## src/rtl/eatx_consts.vh

```
// Constants for the explicit-address transmit request frame parser
`ifndef EATX_CONSTS_VH
`define EATX_CONSTS_VH

`define EATX_START_DELIM      8'h7E
`define EATX_TYPE_EXPLICIT    8'h11
`define EATX_TYPE_TX_STATUS   8'h8B
`define EATX_CKSUM_BASE       8'hFF

`define EATX_OFF_TYPE         16'h0003
`define EATX_OFF_TAG          16'h0004
`define EATX_OFF_DEST64       16'h0005
`define EATX_OFF_DEST16       16'h000D
`define EATX_OFF_SRC_EP       16'h000F
`define EATX_OFF_DST_EP       16'h0010
`define EATX_OFF_CLUSTER      16'h0011
`define EATX_OFF_PROFILE      16'h0013
`define EATX_OFF_RADIUS       16'h0015
`define EATX_OFF_OPTIONS      16'h0016
`define EATX_OFF_PAYLOAD      16'h0017
`define EATX_HDR_LEN          16'h0014

`define EATX_NET16_RESERVED   16'hFFFE
`define EATX_BCAST64          64'h000000000000FFFF
`define EATX_EP_DATA          8'hE8
`define EATX_EP_DEVOBJ        8'hE6
`define EATX_EP_SS_SERVER     8'hE5
`define EATX_EP_SS_CLIENT     8'hE4
`define EATX_EP_SS_AUTH       8'hE3
`define EATX_EP_RSV_LO        8'hDC
`define EATX_EP_RSV_HI        8'hEE
`define EATX_CL_TRANSPARENT   16'h0011
`define EATX_CL_LOOPBACK      16'h0012
`define EATX_PROF_NATIVE      16'hC105
`define EATX_PROF_DEVICE      16'h0000

`define EATX_OPT_NO_ACK       0
`define EATX_OPT_NO_ROUTE     1
`define EATX_OPT_METHOD_LO    6
`define EATX_OPT_METHOD_HI    7
`define EATX_OPT_USED_MASK    8'hDF
`define EATX_METHOD_INVALID   2'h0

`define EATX_BUF_DEPTH        2
`endif

```

## src/rtl/eatx_frame_parser.v

```verilog
// Parser and checker for the explicit-address transmit request frame
`timescale 1ns/1ps
`include "eatx_consts.vh"

// Summary of operation
// - Frame starts with 0x7E delimiter
// - Big-endian length counts bytes between length and checksum
// - Type byte 0x11 selects this request
// - Zero correlation tag suppresses status answer
// - Nonzero tag yields 0x8B status, same tag
// - Short address is reserved, ignored
// - Recognise active reserved endpoints
// - Cluster at 17-18, 0x0011 transparent data
// - Cluster 0x0012 on data endpoint loops back
// - Profile at 19-20, serial uses 0xC105
// - Profiles 0xC105, 0x0000 internal, others forwarded
// - Zero hop radius takes default limit
// - Zero options take default options
// - Bit0 no ack, bit1 no route
// - Bits 7:6 delivery method, 00 invalid
// - Payload from 23, capped by maximum
// - Checksum is 0xFF minus byte sum
module eatx_frame_parser (
  input  wire        core_clk_i,
  input  wire        rst_i,
  input  wire [7:0]  rx_byte_i,
  input  wire        rx_valid_i,
  output reg         rx_ready_o,
  input  wire [15:0] max_payload_setting_i,
  input  wire [7:0]  default_hop_limit_i,
  input  wire [7:0]  default_tx_options_i,
  output reg  [7:0]  pl_data_o,
  output reg         pl_last_o,
  output reg         pl_valid_o,
  input  wire        pl_ready_i,
  output reg         frame_ok_o,
  output reg         frame_bad_o,
  output reg         status_req_o,
  output reg  [7:0]  status_type_o,
  output reg  [7:0]  status_tag_o,
  output reg  [63:0] dest64_o,
  output reg         bcast_o,
  output reg  [7:0]  src_ep_o,
  output reg  [7:0]  dst_ep_o,
  output reg  [2:0]  ep_class_o,
  output reg  [15:0] cluster_o,
  output reg  [15:0] profile_o,
  output reg         loopback_o,
  output reg         forward_host_o,
  output reg  [7:0]  hop_limit_o,
  output reg  [7:0]  tx_options_o,
  output reg         no_ack_o,
  output reg         no_route_o,
  output reg  [1:0]  method_o,
  output reg         opt_bad_o
);
  localparam [4:0] ST_HUNT = 5'h01;
  localparam [4:0] ST_LENH = 5'h02;
  localparam [4:0] ST_LENL = 5'h04;
  localparam [4:0] ST_BODY = 5'h08;
  localparam [4:0] ST_SUM  = 5'h10;

  reg  [4:0]  state_reg;
  reg  [4:0]  state_next;
  reg  [15:0] len_reg;
  reg  [15:0] off_reg;
  reg  [7:0]  sum_reg;
  reg  [7:0]  type_reg;
  reg  [7:0]  tag_reg;
  reg  [63:0] d64_reg;
  reg  [7:0]  sep_reg;
  reg  [7:0]  dep_reg;
  reg  [15:0] clu_reg;
  reg  [15:0] pro_reg;
  reg  [7:0]  rad_reg;
  reg  [7:0]  opt_reg;
  wire        take;
  wire [7:0]  sum_new;
  wire        body_end;
  wire        in_payload;
  wire [15:0] pl_count;
  wire [8:0]  buf_out;
  wire        buf_valid;
  wire        buf_in_ready;
  wire        buf_push;
  wire        len_ok;
  wire        sum_ok;
  wire [7:0]  eff_opt;

  // Classify endpoint: 1 data, 2 dev object, 3-5 secure, 6 other reserved, 0 user
  function [2:0] ep_class;
    input [7:0] ep;
    begin
      if (ep == `EATX_EP_DATA)
        ep_class = 3'h1;
      else if (ep == `EATX_EP_DEVOBJ)
        ep_class = 3'h2;
      else if (ep == `EATX_EP_SS_SERVER)
        ep_class = 3'h3;
      else if (ep == `EATX_EP_SS_CLIENT)
        ep_class = 3'h4;
      else if (ep == `EATX_EP_SS_AUTH)
        ep_class = 3'h5;
      else if (ep >= `EATX_EP_RSV_LO && ep <= `EATX_EP_RSV_HI)
        ep_class = 3'h6;
      else
        ep_class = 3'h0;
    end
  endfunction

  // Payload stalls the stream while the buffer is full and for one cycle after each buffered byte
  assign in_payload = (state_reg == ST_BODY) && (off_reg >= `EATX_OFF_PAYLOAD);
  assign take       = rx_valid_i & rx_ready_o;
  assign sum_new    = sum_reg + rx_byte_i;
  // body spans length bytes from offset 3
  assign body_end   = (off_reg == len_reg + `EATX_OFF_TAG - 16'h0002);
  assign pl_count   = off_reg - `EATX_OFF_PAYLOAD;
  // payload cap, overflow bytes are dropped
  assign buf_push   = take && in_payload && (type_reg == `EATX_TYPE_EXPLICIT)
                      && (pl_count < max_payload_setting_i);
  assign len_ok     = (len_reg >= `EATX_HDR_LEN);
  // sum of body plus checksum must be 0xFF
  assign sum_ok     = (sum_new == `EATX_CKSUM_BASE);
  assign eff_opt    = (opt_reg == 8'h00) ? default_tx_options_i : opt_reg;

  // State sequencing
  always @* begin
    state_next = state_reg;
    case (state_reg)
      ST_HUNT: begin
        if (take && rx_byte_i == `EATX_START_DELIM)
          state_next = ST_LENH;
      end
      ST_LENH: begin
        if (take)
          state_next = ST_LENL;
      end
      ST_LENL: begin
        if (take)
          state_next = (rx_byte_i == 8'h00 && len_reg[15:8] == 8'h00) ? ST_SUM : ST_BODY;
      end
      ST_BODY: begin
        if (take && body_end)
          state_next = ST_SUM;
      end
      ST_SUM: begin
        if (take)
          state_next = ST_HUNT;
      end
      default: state_next = ST_HUNT;
    endcase
  end

  // Byte ready: hold off while payload buffer is full
  always @(posedge core_clk_i or posedge rst_i) begin
    if (rst_i)
      rx_ready_o <= 1'b0;
    else
      rx_ready_o <= buf_in_ready & ~(take & in_payload & buf_push);
  end

  // Frame capture registers
  always @(posedge core_clk_i or posedge rst_i) begin
    if (rst_i) begin
      state_reg <= ST_HUNT;
      len_reg   <= 16'h0000;
      off_reg   <= 16'h0000;
      sum_reg   <= 8'h00;
      type_reg  <= 8'h00;
      tag_reg   <= 8'h00;
      d64_reg   <= 64'h0000000000000000;
      sep_reg   <= 8'h00;
      dep_reg   <= 8'h00;
      clu_reg   <= 16'h0000;
      pro_reg   <= 16'h0000;
      rad_reg   <= 8'h00;
      opt_reg   <= 8'h00;
    end else begin
      state_reg <= state_next;
      if (take) begin
        case (state_reg)
          ST_HUNT: begin
            sum_reg <= 8'h00;
            off_reg <= `EATX_OFF_TYPE;
          end
          ST_LENH: len_reg[15:8] <= rx_byte_i;
          ST_LENL: len_reg[7:0]  <= rx_byte_i;
          ST_BODY: begin
            sum_reg <= sum_new;
            off_reg <= off_reg + 16'h0001;
            if (off_reg == `EATX_OFF_TYPE)
              type_reg <= rx_byte_i;
            if (off_reg == `EATX_OFF_TAG)
              tag_reg <= rx_byte_i;
            if (off_reg >= `EATX_OFF_DEST64 && off_reg < `EATX_OFF_DEST16)
              d64_reg <= {d64_reg[55:0], rx_byte_i};
            if (off_reg == `EATX_OFF_SRC_EP)
              sep_reg <= rx_byte_i;
            if (off_reg == `EATX_OFF_DST_EP)
              dep_reg <= rx_byte_i;
            if (off_reg == `EATX_OFF_CLUSTER || off_reg == `EATX_OFF_CLUSTER + 16'h0001)
              clu_reg <= {clu_reg[7:0], rx_byte_i};
            if (off_reg == `EATX_OFF_PROFILE || off_reg == `EATX_OFF_PROFILE + 16'h0001)
              pro_reg <= {pro_reg[7:0], rx_byte_i};
            if (off_reg == `EATX_OFF_RADIUS)
              rad_reg <= rx_byte_i;
            if (off_reg == `EATX_OFF_OPTIONS)
              opt_reg <= rx_byte_i;
          end
          default: sum_reg <= sum_reg;
        endcase
      end
    end
  end

  // Verdict and decoded fields, published at the checksum byte
  always @(posedge core_clk_i or posedge rst_i) begin
    if (rst_i) begin
      frame_ok_o     <= 1'b0;
      frame_bad_o    <= 1'b0;
      status_req_o   <= 1'b0;
      status_type_o  <= 8'h00;
      status_tag_o   <= 8'h00;
      dest64_o       <= 64'h0000000000000000;
      bcast_o        <= 1'b0;
      src_ep_o       <= 8'h00;
      dst_ep_o       <= 8'h00;
      ep_class_o     <= 3'h0;
      cluster_o      <= 16'h0000;
      profile_o      <= 16'h0000;
      loopback_o     <= 1'b0;
      forward_host_o <= 1'b0;
      hop_limit_o    <= 8'h00;
      tx_options_o   <= 8'h00;
      no_ack_o       <= 1'b0;
      no_route_o     <= 1'b0;
      method_o       <= 2'h0;
      opt_bad_o      <= 1'b0;
    end else begin
      frame_ok_o   <= 1'b0;
      frame_bad_o  <= 1'b0;
      status_req_o <= 1'b0;
      if (take && state_reg == ST_SUM) begin
        // bad sum, short length or wrong type drops the frame
        if (!sum_ok || !len_ok || type_reg != `EATX_TYPE_EXPLICIT) begin
          frame_bad_o <= 1'b1;
        end else begin
          frame_ok_o     <= 1'b1;
          status_req_o   <= (tag_reg != 8'h00);
          status_type_o  <= `EATX_TYPE_TX_STATUS;
          status_tag_o   <= tag_reg;
          dest64_o       <= d64_reg;
          bcast_o        <= (d64_reg == `EATX_BCAST64);
          src_ep_o       <= sep_reg;
          dst_ep_o       <= dep_reg;
          ep_class_o     <= ep_class(dep_reg);
          cluster_o      <= clu_reg;
          profile_o      <= pro_reg;
          loopback_o     <= (dep_reg == `EATX_EP_DATA) && (clu_reg == `EATX_CL_LOOPBACK);
          forward_host_o <= (pro_reg != `EATX_PROF_NATIVE) && (pro_reg != `EATX_PROF_DEVICE);
          hop_limit_o    <= (rad_reg == 8'h00) ? default_hop_limit_i : rad_reg;
          tx_options_o   <= eff_opt;
          no_ack_o       <= eff_opt[`EATX_OPT_NO_ACK];
          no_route_o     <= eff_opt[`EATX_OPT_NO_ROUTE];
          method_o       <= eff_opt[`EATX_OPT_METHOD_HI:`EATX_OPT_METHOD_LO];
          opt_bad_o      <= (eff_opt[`EATX_OPT_METHOD_HI:`EATX_OPT_METHOD_LO] == `EATX_METHOD_INVALID)
                            || ((eff_opt & ~`EATX_OPT_USED_MASK) != 8'h00);
        end
      end
    end
  end

  // Payload buffer, last flag marks final kept byte
  eatx_skid_buf u_buf (
    .core_clk_i  (core_clk_i),
    .rst_i       (rst_i),
    .in_data_i   ({(body_end || pl_count + 16'h0001 == max_payload_setting_i), rx_byte_i}),
    .in_valid_i  (buf_push),
    .in_ready_o  (buf_in_ready),
    .out_data_o  (buf_out),
    .out_valid_o (buf_valid),
    .out_ready_i (~pl_valid_o | pl_ready_i)
  );

  // Output stage register keeps outputs flop-driven
  always @(posedge core_clk_i or posedge rst_i) begin
    if (rst_i) begin
      pl_valid_o <= 1'b0;
      pl_data_o  <= 8'h00;
      pl_last_o  <= 1'b0;
    end else if (~pl_valid_o | pl_ready_i) begin
      pl_valid_o <= buf_valid;
      pl_data_o  <= buf_out[7:0];
      pl_last_o  <= buf_out[8];
    end
  end
endmodule // eatx_frame_parser

```

## src/rtl/eatx_skid_buf.v

```verilog
// Two-entry valid/ready buffer for payload bytes
`timescale 1ns/1ps
module eatx_skid_buf (
  input  wire       core_clk_i,
  input  wire       rst_i,
  input  wire [8:0] in_data_i,
  input  wire       in_valid_i,
  output wire       in_ready_o,
  output wire [8:0] out_data_o,
  output wire       out_valid_o,
  input  wire       out_ready_i
);
  reg [8:0] mem_reg [0:1];
  reg       wr_ptr_reg;
  reg       rd_ptr_reg;
  reg [1:0] count_reg;
  wire      push;
  wire      pop;

  // Honest flags straight from the occupancy count
  assign in_ready_o  = (count_reg != 2'h2);
  assign out_valid_o = (count_reg != 2'h0);
  assign out_data_o  = mem_reg[rd_ptr_reg];
  assign push        = in_valid_i & in_ready_o;
  assign pop         = out_valid_o & out_ready_i;

  // Pointer and count update
  always @(posedge core_clk_i or posedge rst_i) begin
    if (rst_i) begin
      wr_ptr_reg <= 1'b0;
      rd_ptr_reg <= 1'b0;
      count_reg  <= 2'h0;
    end else begin
      if (push)
        wr_ptr_reg <= ~wr_ptr_reg;
      if (pop)
        rd_ptr_reg <= ~rd_ptr_reg;
      if (push & ~pop)
        count_reg <= count_reg + 2'h1;
      else if (pop & ~push)
        count_reg <= count_reg - 2'h1;
    end
  end

  // Storage, no reset needed on data
  always @(posedge core_clk_i) begin
    if (push)
      mem_reg[wr_ptr_reg] <= in_data_i;
  end
endmodule // eatx_skid_buf

```

## config.mk

```make
export PLATFORM = sky130hd
export DESIGN_NAME = eatx_frame_parser
export DESIGN_NICKNAME = d
export VERILOG_FILES = /design/src/rtl/eatx_frame_parser.v /design/src/rtl/eatx_skid_buf.v
export VERILOG_INCLUDE_DIRS = /design/src /design/src/rtl
export SDC_FILE = /design/constraint.sdc
export NUM_CORES = 1
export LEC_CHECK = 0
export BUFFER_PORTS_ARGS = -buffer_cell sky130_fd_sc_hd__buf_2
export CORE_MARGIN = 4
export CORE_UTILIZATION = 50
export DETAILED_ROUTE_END_ITERATION = 8
export PLACE_DENSITY = 0.79
export RECOVER_POWER = 50
export SLEW_MARGIN = 20
export SYNTH_ARGS = -nofsm -noshare
export SYNTH_HDL_FRONTEND = slang
export SYNTH_SLANG_ARGS = --single-unit
```

## constraint.sdc

```tcl
create_clock -name core_clk_i -period 16.1 [get_ports core_clk_i]
set_input_delay 3.22 -clock core_clk_i [delete_from_list [all_inputs] [get_ports core_clk_i]]
set_output_delay 3.22 -clock core_clk_i [all_outputs]
set_load 0.05 [all_outputs]
```

==> impl_metrics.json, run 1 <==
{
  "outcome": "finished, violations left",
  "failed_checks": "max-capacitance violations, max-slew violations",
  "end_kind": "asynchronous set/reset pin",
  "pre_cts_slack_ns": 8.473,
  "yosysWarnings": 0,
  "route.detailed.drc": 0,
  "fin_cells": 2024,
  "grt.total_usage": 0.2127,
  "maxSlewHeadroom": -3.378,
  "reg2reg_slack_ns": 10.86,
  "diodes": 0,
  "h-tree-depth": 2,
  "skew_ns": 0.01863,
  "fillCellCount": 2810,
  "ant_nets": 0,
  "antenna_found_initial": 0,
  "insertion_delay_ns": 0.53,
  "grt_max_degree": 197,
  "die_area_um2": 37000,
  "routed_wl_um": 39350,
  "nets": 1624,
  "cts_buffer_depth": 3,
  "synth-edff-count": 18,
  "core_area_um2": 33530,
  "floorplan.initialDensity": 0.5068,
  "worstPathRequired_ns": 15.50,
  "finalWorstSetupSlack_ns": 8.379,
  "crit_chain": "buf_2 -> clkinvlp_2",
  "crit_type": "primary input to asynchronous set/reset pin",
  "finalSetupViolations": 0,
  "cts_tree": "done",
  "rows": 67,
  "dp_hpwl_um": 26680,
  "ys_seq_area_frac": 0.5488,
  "ys_types": 73,
  "grt-ovfl-total": 0,
  "cts_hold_buf": 0,
  "fmax_ghz": 0.1295,
  "grt_pass1_wl_um": 63600,
  "hold_end": "bcast_o",
  "period_share": 0.4795,
  "hp-start": "bcast_o",
  "ir_drop_mv": 0.08985,
  "gp_congestion": 0.8407,
  "cts.clk_slew.worst_paths_ns": 0.06,
  "critical_path_peak_fanout": 156,
  "power_density_nw_per_um2": 97.55,
  "critical_path_buf_inv_count": 2,
  "hold_depth": 1,
  "die_x_um": 192.4,
  "final_common_cell": "dfrtp_1",
  "synthFlopType": "dfrtp_1",
  "vias_per_cell": 5.702,
  "reg2reg_depth": 15,
  "slowest_stage": "clkinvlp_2",
  "syn_area_per_cell_um2": 12.32,
  "port-buffer-count": 208,
  "die_h_um": 192.4,
  "final_cell_mix": "350 x dfrtp_1, 259 x mux2_2, 169 x clkbuf_1, 78 x o21ai_0, 68 x nand2_1",
  "post-cts-setup-buffer-count": 0,
  "initialDrtViolationCount": 896,
  "grt_setup_unrepaired": "false",
  "syn_to_final_growth_pct": 14.03,
  "ys_seq_elements": 369,
  "holdCritPathClass": "register to register",
  "cp.arrival_ns": 7.12,
  "numCtsBuffers": 38,
  "max_stage_delay_ns": 3.60,
  "place_area_um2": 18250,
  "r2r-start": "off_reg[0]",
  "cap_viol_max_count": 2,
  "syn_inst": 1379,
  "vias": 11540,
  "cts-root-buf": "clkbuf_16",
  "cp_top_family": "buffers and inverters",
  "finalWorstPathRequiredPeriod_ns": 7.721,
  "wl_per_cell_um": 19.44,
  "worst_slew_pin_slew_ns": 6.567,
  "drt-pass1-iter-count": 5,
  "timing.hold.ws_ns": 0.4831,
  "syn_area_um2": 16990,
  "cts_resized": 0,
  "design_area_um2": 19380,
  "place_inst": 1954,
  "p_leak_nw": 9.338,
  "grt_pass1_vias": 11880,
  "drive_gt1_frac": 0.2475,
  "slew_viol_final": 182,
  "r2r-end": "u_buf.mem_reg[0][6]",
  "clkSinkCount": 369,
  "setup-tns-final_ns": 0,
  "async_reset_ff_frac": 0.9512,
  "ios": 213,
  "cp-start-kind": "primary input",
  "hold_viol_final": 0
}
## cell families after synthesis
logic type,count (synthesis),share of synthesized area
flip-flops,369,0.5488
adder cells (fa/ha/maj),32,0.02400
XOR/XNOR,65,0.03350
other,1,0.0002207
AO/OA/AOI/OAI,191,0.06914
multiplexers,291,0.1920
buffers and inverters,124,0.03277
AND/OR/NAND/NOR,306,0.09962
## worst max-delay path by stage
stage                     depth (start not counted)         endpoint  slack, ns    startpoint
after floorplan                                   1          bcast_o       3.15         rst_i
after global placement                           11     dest64_o[29]       8.61  rx_byte_i[1]
after detailed placement                         11     dest64_o[28]       8.47  rx_byte_i[1]
after CTS                                        11     cluster_o[4]       9.00  rx_byte_i[1]
after global routing                              2      d64_reg[57]       7.33         rst_i
final                                             2  status_tag_o[0]       8.38         rst_i
## cell type report
type	instances	area, um2	area share
tap	448	560.5	0.02893
clock inverter	14	191.4	0.009880
sequential	369	9325	0.4813
inverter	35	132.6	0.006845
clock buffer	54	1091	0.05631
timing repair buffer	215	942.2	0.04862
multi-input combinational	889	7133	0.3681
## worst reg2reg max path: cells and delay by family (launching register included)
| kind | cells | cell delay [ns] |
|---|---|---|
| flip-flops | 1 | 0.62 |
| AO/OA/AOI/OAI | 4 | 1.12 |
| XOR/XNOR | 1 | 0.41 |
| adder cells (fa/ha/maj) | 2 | 0.86 |
| buffers and inverters | 1 | 0.12 |
| AND/OR/NAND/NOR | 7 | 1.72 |
## cell usage after synthesis, drive strengths merged, types with 6 or more instances
cell type / number / area, um2
mux2i: 12 / 120.1
nor3: 26 / 151.4
nor4: 33 / 206.5
nor2: 46 / 175.2
nor2b: 12 / 75.07
nand3: 23 / 115.1
a21o: 8 / 60.06
buf: 22 / 173.9
edfxtp: 18 / 540.5
a22o: 6 / 52.55
or3: 8 / 50.05
xor2: 19 / 166.4
a31oi: 10 / 62.56
and3: 6 / 37.54
mux2: 279 / 3142
inv: 35 / 131.4
xnor2: 46 / 402.9
nand2b: 14 / 87.58
ha: 31 / 387.9
a211oi: 9 / 67.56
nand4: 21 / 131.4
a21oi: 40 / 200.2
dfrtp: 350 / 8758
o21ai: 78 / 390.4
or4: 11 / 90.08
clkbuf: 67 / 251.5
nand2: 68 / 255.2
## power by group
part	total [W]	internal [W]	switching [W]
Sequential	0.000936	0.000934	0.00000143
Clock	0.000894	0.000526	0.000368
Combinational	0.0000599	0.0000167	0.0000432
Total	0.00189	0.00148	0.000413
## routing by layer
layer  wire length [um]  track usage  vias up
li1                   -            -     5299
met3               2573      0.04758       68
met2              19060       0.3526      349
met5                  0            0        -
met1              16780       0.2840     5825
met4                935      0.05952        0
## metrics by stage
step / power [W] / util
3_5_place_dp: 0.001013 / 0.5441
4_1_cts: 0.001909 / 0.5824
2_1_floorplan: 0.0009920 / -
6_report: 0.001890 / 0.5778
5_1_grt: 0.001956 / 0.5778
3_3_place_gp: 0.001011 / 0.5441
No activity file was read; power rests on OpenSTA's default activity.
==> inputs of run 2 (changes only) <==
PLACE_DENSITY = 0.82   (was 0.79)
clock period = 7 ns   (was 16.1 ns; I/O delays follow)
==> impl_metrics.json, run 2 (synthesized netlist as in run 1, its figures left out) <==
{
  "outcome": "finished, violations left",
  "failed_checks": "max-capacitance violations, max-slew violations",
  "hold_viol_final": 0,
  "cts_tree": "done",
  "finalSetupViolations": 0,
  "place_inst": 1956,
  "reg2reg_slack_ns": 1.99,
  "core_area_um2": 33530,
  "holdCritPathClass": "register to register",
  "cap_viol_max_count": 4,
  "rows": 67,
  "ios": 213,
  "grt_max_degree": 172,
  "post-cts-setup-buffer-count": 0,
  "h-tree-depth": 2,
  "ant_nets": 0,
  "skew_ns": 0.01576,
  "pre_cts_slack_ns": 1.721,
  "maxSlewHeadroom": -0.4931,
  "diodes": 0,
  "gp_congestion": 0.8769,
  "final_cell_mix": "350 x dfrtp_1, 259 x mux2_2, 150 x buf_2, 77 x o21ai_0",
  "fillCellCount": 2766,
  "final_common_cell": "dfrtp_1",
  "period_share": 0.7463,
  "fin_cells": 2023,
  "design_area_um2": 19360,
  "vias": 11670,
  "finalWorstSetupSlack_ns": 1.776,
  "initialDrtViolationCount": 900,
  "critical_path_peak_fanout": 74,
  "numCtsBuffers": 38,
  "worstPathRequired_ns": 7.40,
  "die_area_um2": 37000,
  "die_x_um": 192.4,
  "dp_hpwl_um": 27050,
  "cts.clk_slew.worst_paths_ns": 0.05,
  "ir_drop_mv": 0.1330,
  "die_h_um": 192.4,
  "grt_pass1_vias": 11540,
  "drt-pass1-iter-count": 5,
  "worst_slew_pin_slew_ns": 2.240,
  "fmax_ghz": 0.1914,
  "grt-ovfl-total": 0,
  "cts_resized": 0,
  "cts_buffer_depth": 3,
  "floorplan.initialDensity": 0.5068,
  "syn_to_final_growth_pct": 13.93,
  "place_area_um2": 18260,
  "vias_per_cell": 5.771,
  "insertion_delay_ns": 0.54,
  "cts_hold_buf": 0,
  "grt.total_usage": 0.2083,
  "grt_pass1_wl_um": 61940,
  "routed_wl_um": 39370,
  "setup-tns-final_ns": 0,
  "slew_viol_final": 340,
  "nets": 1625,
  "cts-root-buf": "clkbuf_16",
  "antenna_found_initial": 0,
  "port-buffer-count": 208,
  "crit_type": "primary input to register",
  "drive_gt1_frac": 0.3117,
  "end_kind": "register",
  "cp.arrival_ns": 5.63,
  "p_leak_nw": 9.714,
  "clkSinkCount": 369,
  "wl_per_cell_um": 19.46,
  "route.detailed.drc": 0,
  "timing.hold.ws_ns": 0.4738,
  "cp-start-kind": "primary input",
  "grt_setup_unrepaired": "false",
  "power_density_nw_per_um2": 218.1,
  "finalWorstPathRequiredPeriod_ns": 5.224
}
run 2: final timing paths:
| path | from | to | cells after the start |
|---|---|---|---|
| max | rx_byte_i[1] | cluster_o[5] | 11 |
| min | pl_data_o[7] | pl_data_o[7] | 2 |
| max reg2reg | off_reg[0] | u_buf.mem_reg[0][3] | 15 |
| min reg2reg | pl_data_o[7] | pl_data_o[7] | 2 |
| max in group asynchronous | rst_i | dest64_o[61] | 4 |
| min in group asynchronous | rst_i | dst_ep_o[5] | 2 |
run 2: final cells by class:
class,instances,area (um2),area share
multi-input combinational,889,7133,0.3684
clock buffer,52,1065,0.05500
clock inverter,14,123.9,0.006398
sequential,369,9325,0.4817
inverter,35,132.6,0.006851
tap,448,560.5,0.02895
timing repair buffer,216,1020,0.05267
run 2: worst max-delay path: stages:
cell and delay, ns:
clkbuf_1 0.75, ha_1 0.38, a21o_1 0.17, a21oi_1 0.21
o21bai_1 0.11, a2111oi_0 0.41, nor3_1 0.13, xnor2_1 0.25
or3_4 0.85, buf_4 0.52, mux2_2 0.39
run 2: metrics by stage:
step	util	power (W)
2_1_floorplan	-	0.002282
3_3_place_gp	0.5445	0.002327
3_5_place_dp	0.5446	0.002331
4_1_cts	0.5800	0.004262
5_1_grt	0.5774	0.004361
6_report	0.5774	0.004223
run 2: routing by layer:
metal	share of wire	GRT usage	vias up
li1	-	-	5324
met1	0.43	0.2817	5934
met2	0.48	0.3407	341
met3	0.060	0.04613	75
met4	0.025	0.06061	0
met5	0	0	-
run 2: where the power goes:
part           switching, W  internal, W  leakage [nW]
Combinational      0.000101    0.0000355          4.10
Sequential       0.00000303      0.00215          5.03
Clock              0.000823      0.00111         0.584
==> inputs of run 3 (changes only) <==
clock period = 4.4 ns   (was 7 ns; I/O delays follow)
==> impl_metrics.json, run 3 (synthesized netlist as in run 1, its figures left out) <==
{
  "grt-ovfl-total": 0,
  "cts_tree": "done",
  "dp_hpwl_um": 27600,
  "ios": 213,
  "p_sw_w": 0.001497,
  "grt_pass1_wl_um": 64420,
  "routed_wl_um": 39840,
  "antenna_found_initial": 0,
  "design_area_um2": 19720,
  "clkSinkCount": 369,
  "switching_share": 0.2156,
  "finalWorstPathRequiredPeriod_ns": 3.967,
  "nets": 1658,
  "slew_viol_final": 306,
  "numCtsBuffers": 40,
  "die_h_um": 192.4,
  "critical_path_peak_fanout": 11,
  "p_leak_nw": 9.884,
  "seq_power_share": 0.493,
  "ir_drop_mv": 0.3781,
  "period_share": 0.9016,
  "final_cell_mix": "350 x dfrtp_1, 259 x mux2_2, 145 x buf_2, 80 x clkbuf_1, 76 x o21ai_0",
  "worstPathRequired_ns": 4.82,
  "vias": 11630,
  "die_x_um": 192.4,
  "fmax_ghz": 0.2521,
  "failed_checks": "max-capacitance violations, max-slew violations",
  "syn_to_final_growth_pct": 16.07,
  "cts_hold_buf": 0,
  "startpoint": "off_reg[8]",
  "combPwrFrac": 0.033,
  "outcome": "finished, violations left",
  "route.detailed.drc": 0,
  "cts-root-buf": "clkbuf_16",
  "finalSetupViolations": 0,
  "h-tree-depth": 2,
  "die_area_um2": 37000,
  "skew_ns": 0.04088,
  "power_density_nw_per_um2": 352.2,
  "grt.total_usage": 0.2165,
  "insertion_delay_ns": 0.54,
  "grt_setup_unrepaired": "false",
  "grt_max_degree": 115,
  "initialDrtViolationCount": 790,
  "hp-start": "pl_last_o",
  "place_area_um2": 18560,
  "crit_type": "register to register",
  "r2r-start": "off_reg[8]",
  "holdCritPathClass": "register to register",
  "post-cts-setup-buffer-count": 0,
  "cts.clk_slew.worst_paths_ns": 0.06,
  "place_inst": 1988,
  "fin_cells": 2055,
  "final_common_cell": "dfrtp_1",
  "p_clk_frac": 0.475,
  "maxSlewHeadroom": -0.6767,
  "gp_congestion": 0.8635,
  "vias_per_cell": 5.659,
  "drt-pass1-iter-count": 6,
  "worst_slew_pin_slew_ns": 2.515,
  "diodes": 0,
  "end_kind": "register",
  "hold_viol_final": 0,
  "floorplan.initialDensity": 0.5068,
  "rows": 67,
  "cts_buffer_depth": 3,
  "port-buffer-count": 208,
  "internal_power_w": 0.005449,
  "cap_viol_max_count": 3,
  "core_area_um2": 33530,
  "drive_gt1_frac": 0.3186,
  "cp-start-kind": "register",
  "ant_nets": 0,
  "grt_pass1_vias": 11960,
  "cp.arrival_ns": 4.39,
  "wl_per_cell_um": 19.39
}
[run 3: worst max-delay path, cell delays in order, from the launching register on]
cell      delay [ns]
dfrtp_1         0.50
or4_4           0.60
or3_1           0.40
xor2_2          0.24
inv_1           0.11
ha_1            0.30
a21oi_1         0.15
nor2b_1         0.06
o21ai_0         0.14
o311ai_0        0.14
nor3_1          0.20
o41a_1          0.19
nor2b_1         0.27
ha_1            0.22
xor2_1          0.16
nor2_1          0.07
xor2_1          0.14
[run 3: final cells by class]
type / count / area [um2]
inverters: 35 / 132.6
well taps: 448 / 560.5
clock inverters: 8 / 133.9
flip-flops and latches: 369 / 9325
clock buffers: 59 / 1172
multi-input cells: 889 / 7139
fillers: 2752 / 13810
repair buffers: 247 / 1260
[run 3: repair_timing]
action,4_1_cts,5_1_grt
endpoints found under the hold margin,0,0
gates resized for setup,0,3
setup endpoints to repair,0,10
[run 3: worst paths after layout]
path	slack [ns]	cells after the start	end
max in group asynchronous	0.94	3	sum_reg[7]
min in group asynchronous	0.50	2	tx_options_o[5]
min reg2reg	0.48	2	pl_last_o
max reg2reg	0.43	16	u_buf.count_reg[1]
min	0.48	2	pl_last_o
max	0.43	16	u_buf.count_reg[1]
[run 3: metal layers]
layer,track usage,part of all wire,vias up
met4,0.05623,0.024,0
met3,0.04269,0.056,70
li1,-,-,5370
met5,0,0,-
met2,0.3572,0.49,312
met1,0.2966,0.43,5877
[run 3: power by group through the flow]
stage / Sequential (W) / Combinational (W) / Clock (W)
finish: 0.00342 / 0.000227 / 0.00330
floorplan: 0.00348 / 0.000147 / 0
CTS: 0.00342 / 0.000242 / 0.00337
detailed placement: 0.00348 / 0.000241 / 0
global placement: 0.00348 / 0.000235 / 0
global route: 0.00342 / 0.000258 / 0.00353
[run 3: stage by stage]
step	utilization	hold slack, ns	setup slack [ns]	power (W)	TNS (ns)
3_3_place_gp	0.5535	0.4573	0.3471	0.003717	0
5_1_grt	0.5882	0.5162	0.08504	0.007206	0
4_1_cts	0.5925	0.3940	0.2368	0.007036	0
3_5_place_dp	0.5535	0.4694	0.2043	0.003724	0
2_1_floorplan	-	0.4538	-1.180	0.003631	-412.85
6_report	0.5882	0.4815	0.4328	0.006946	0
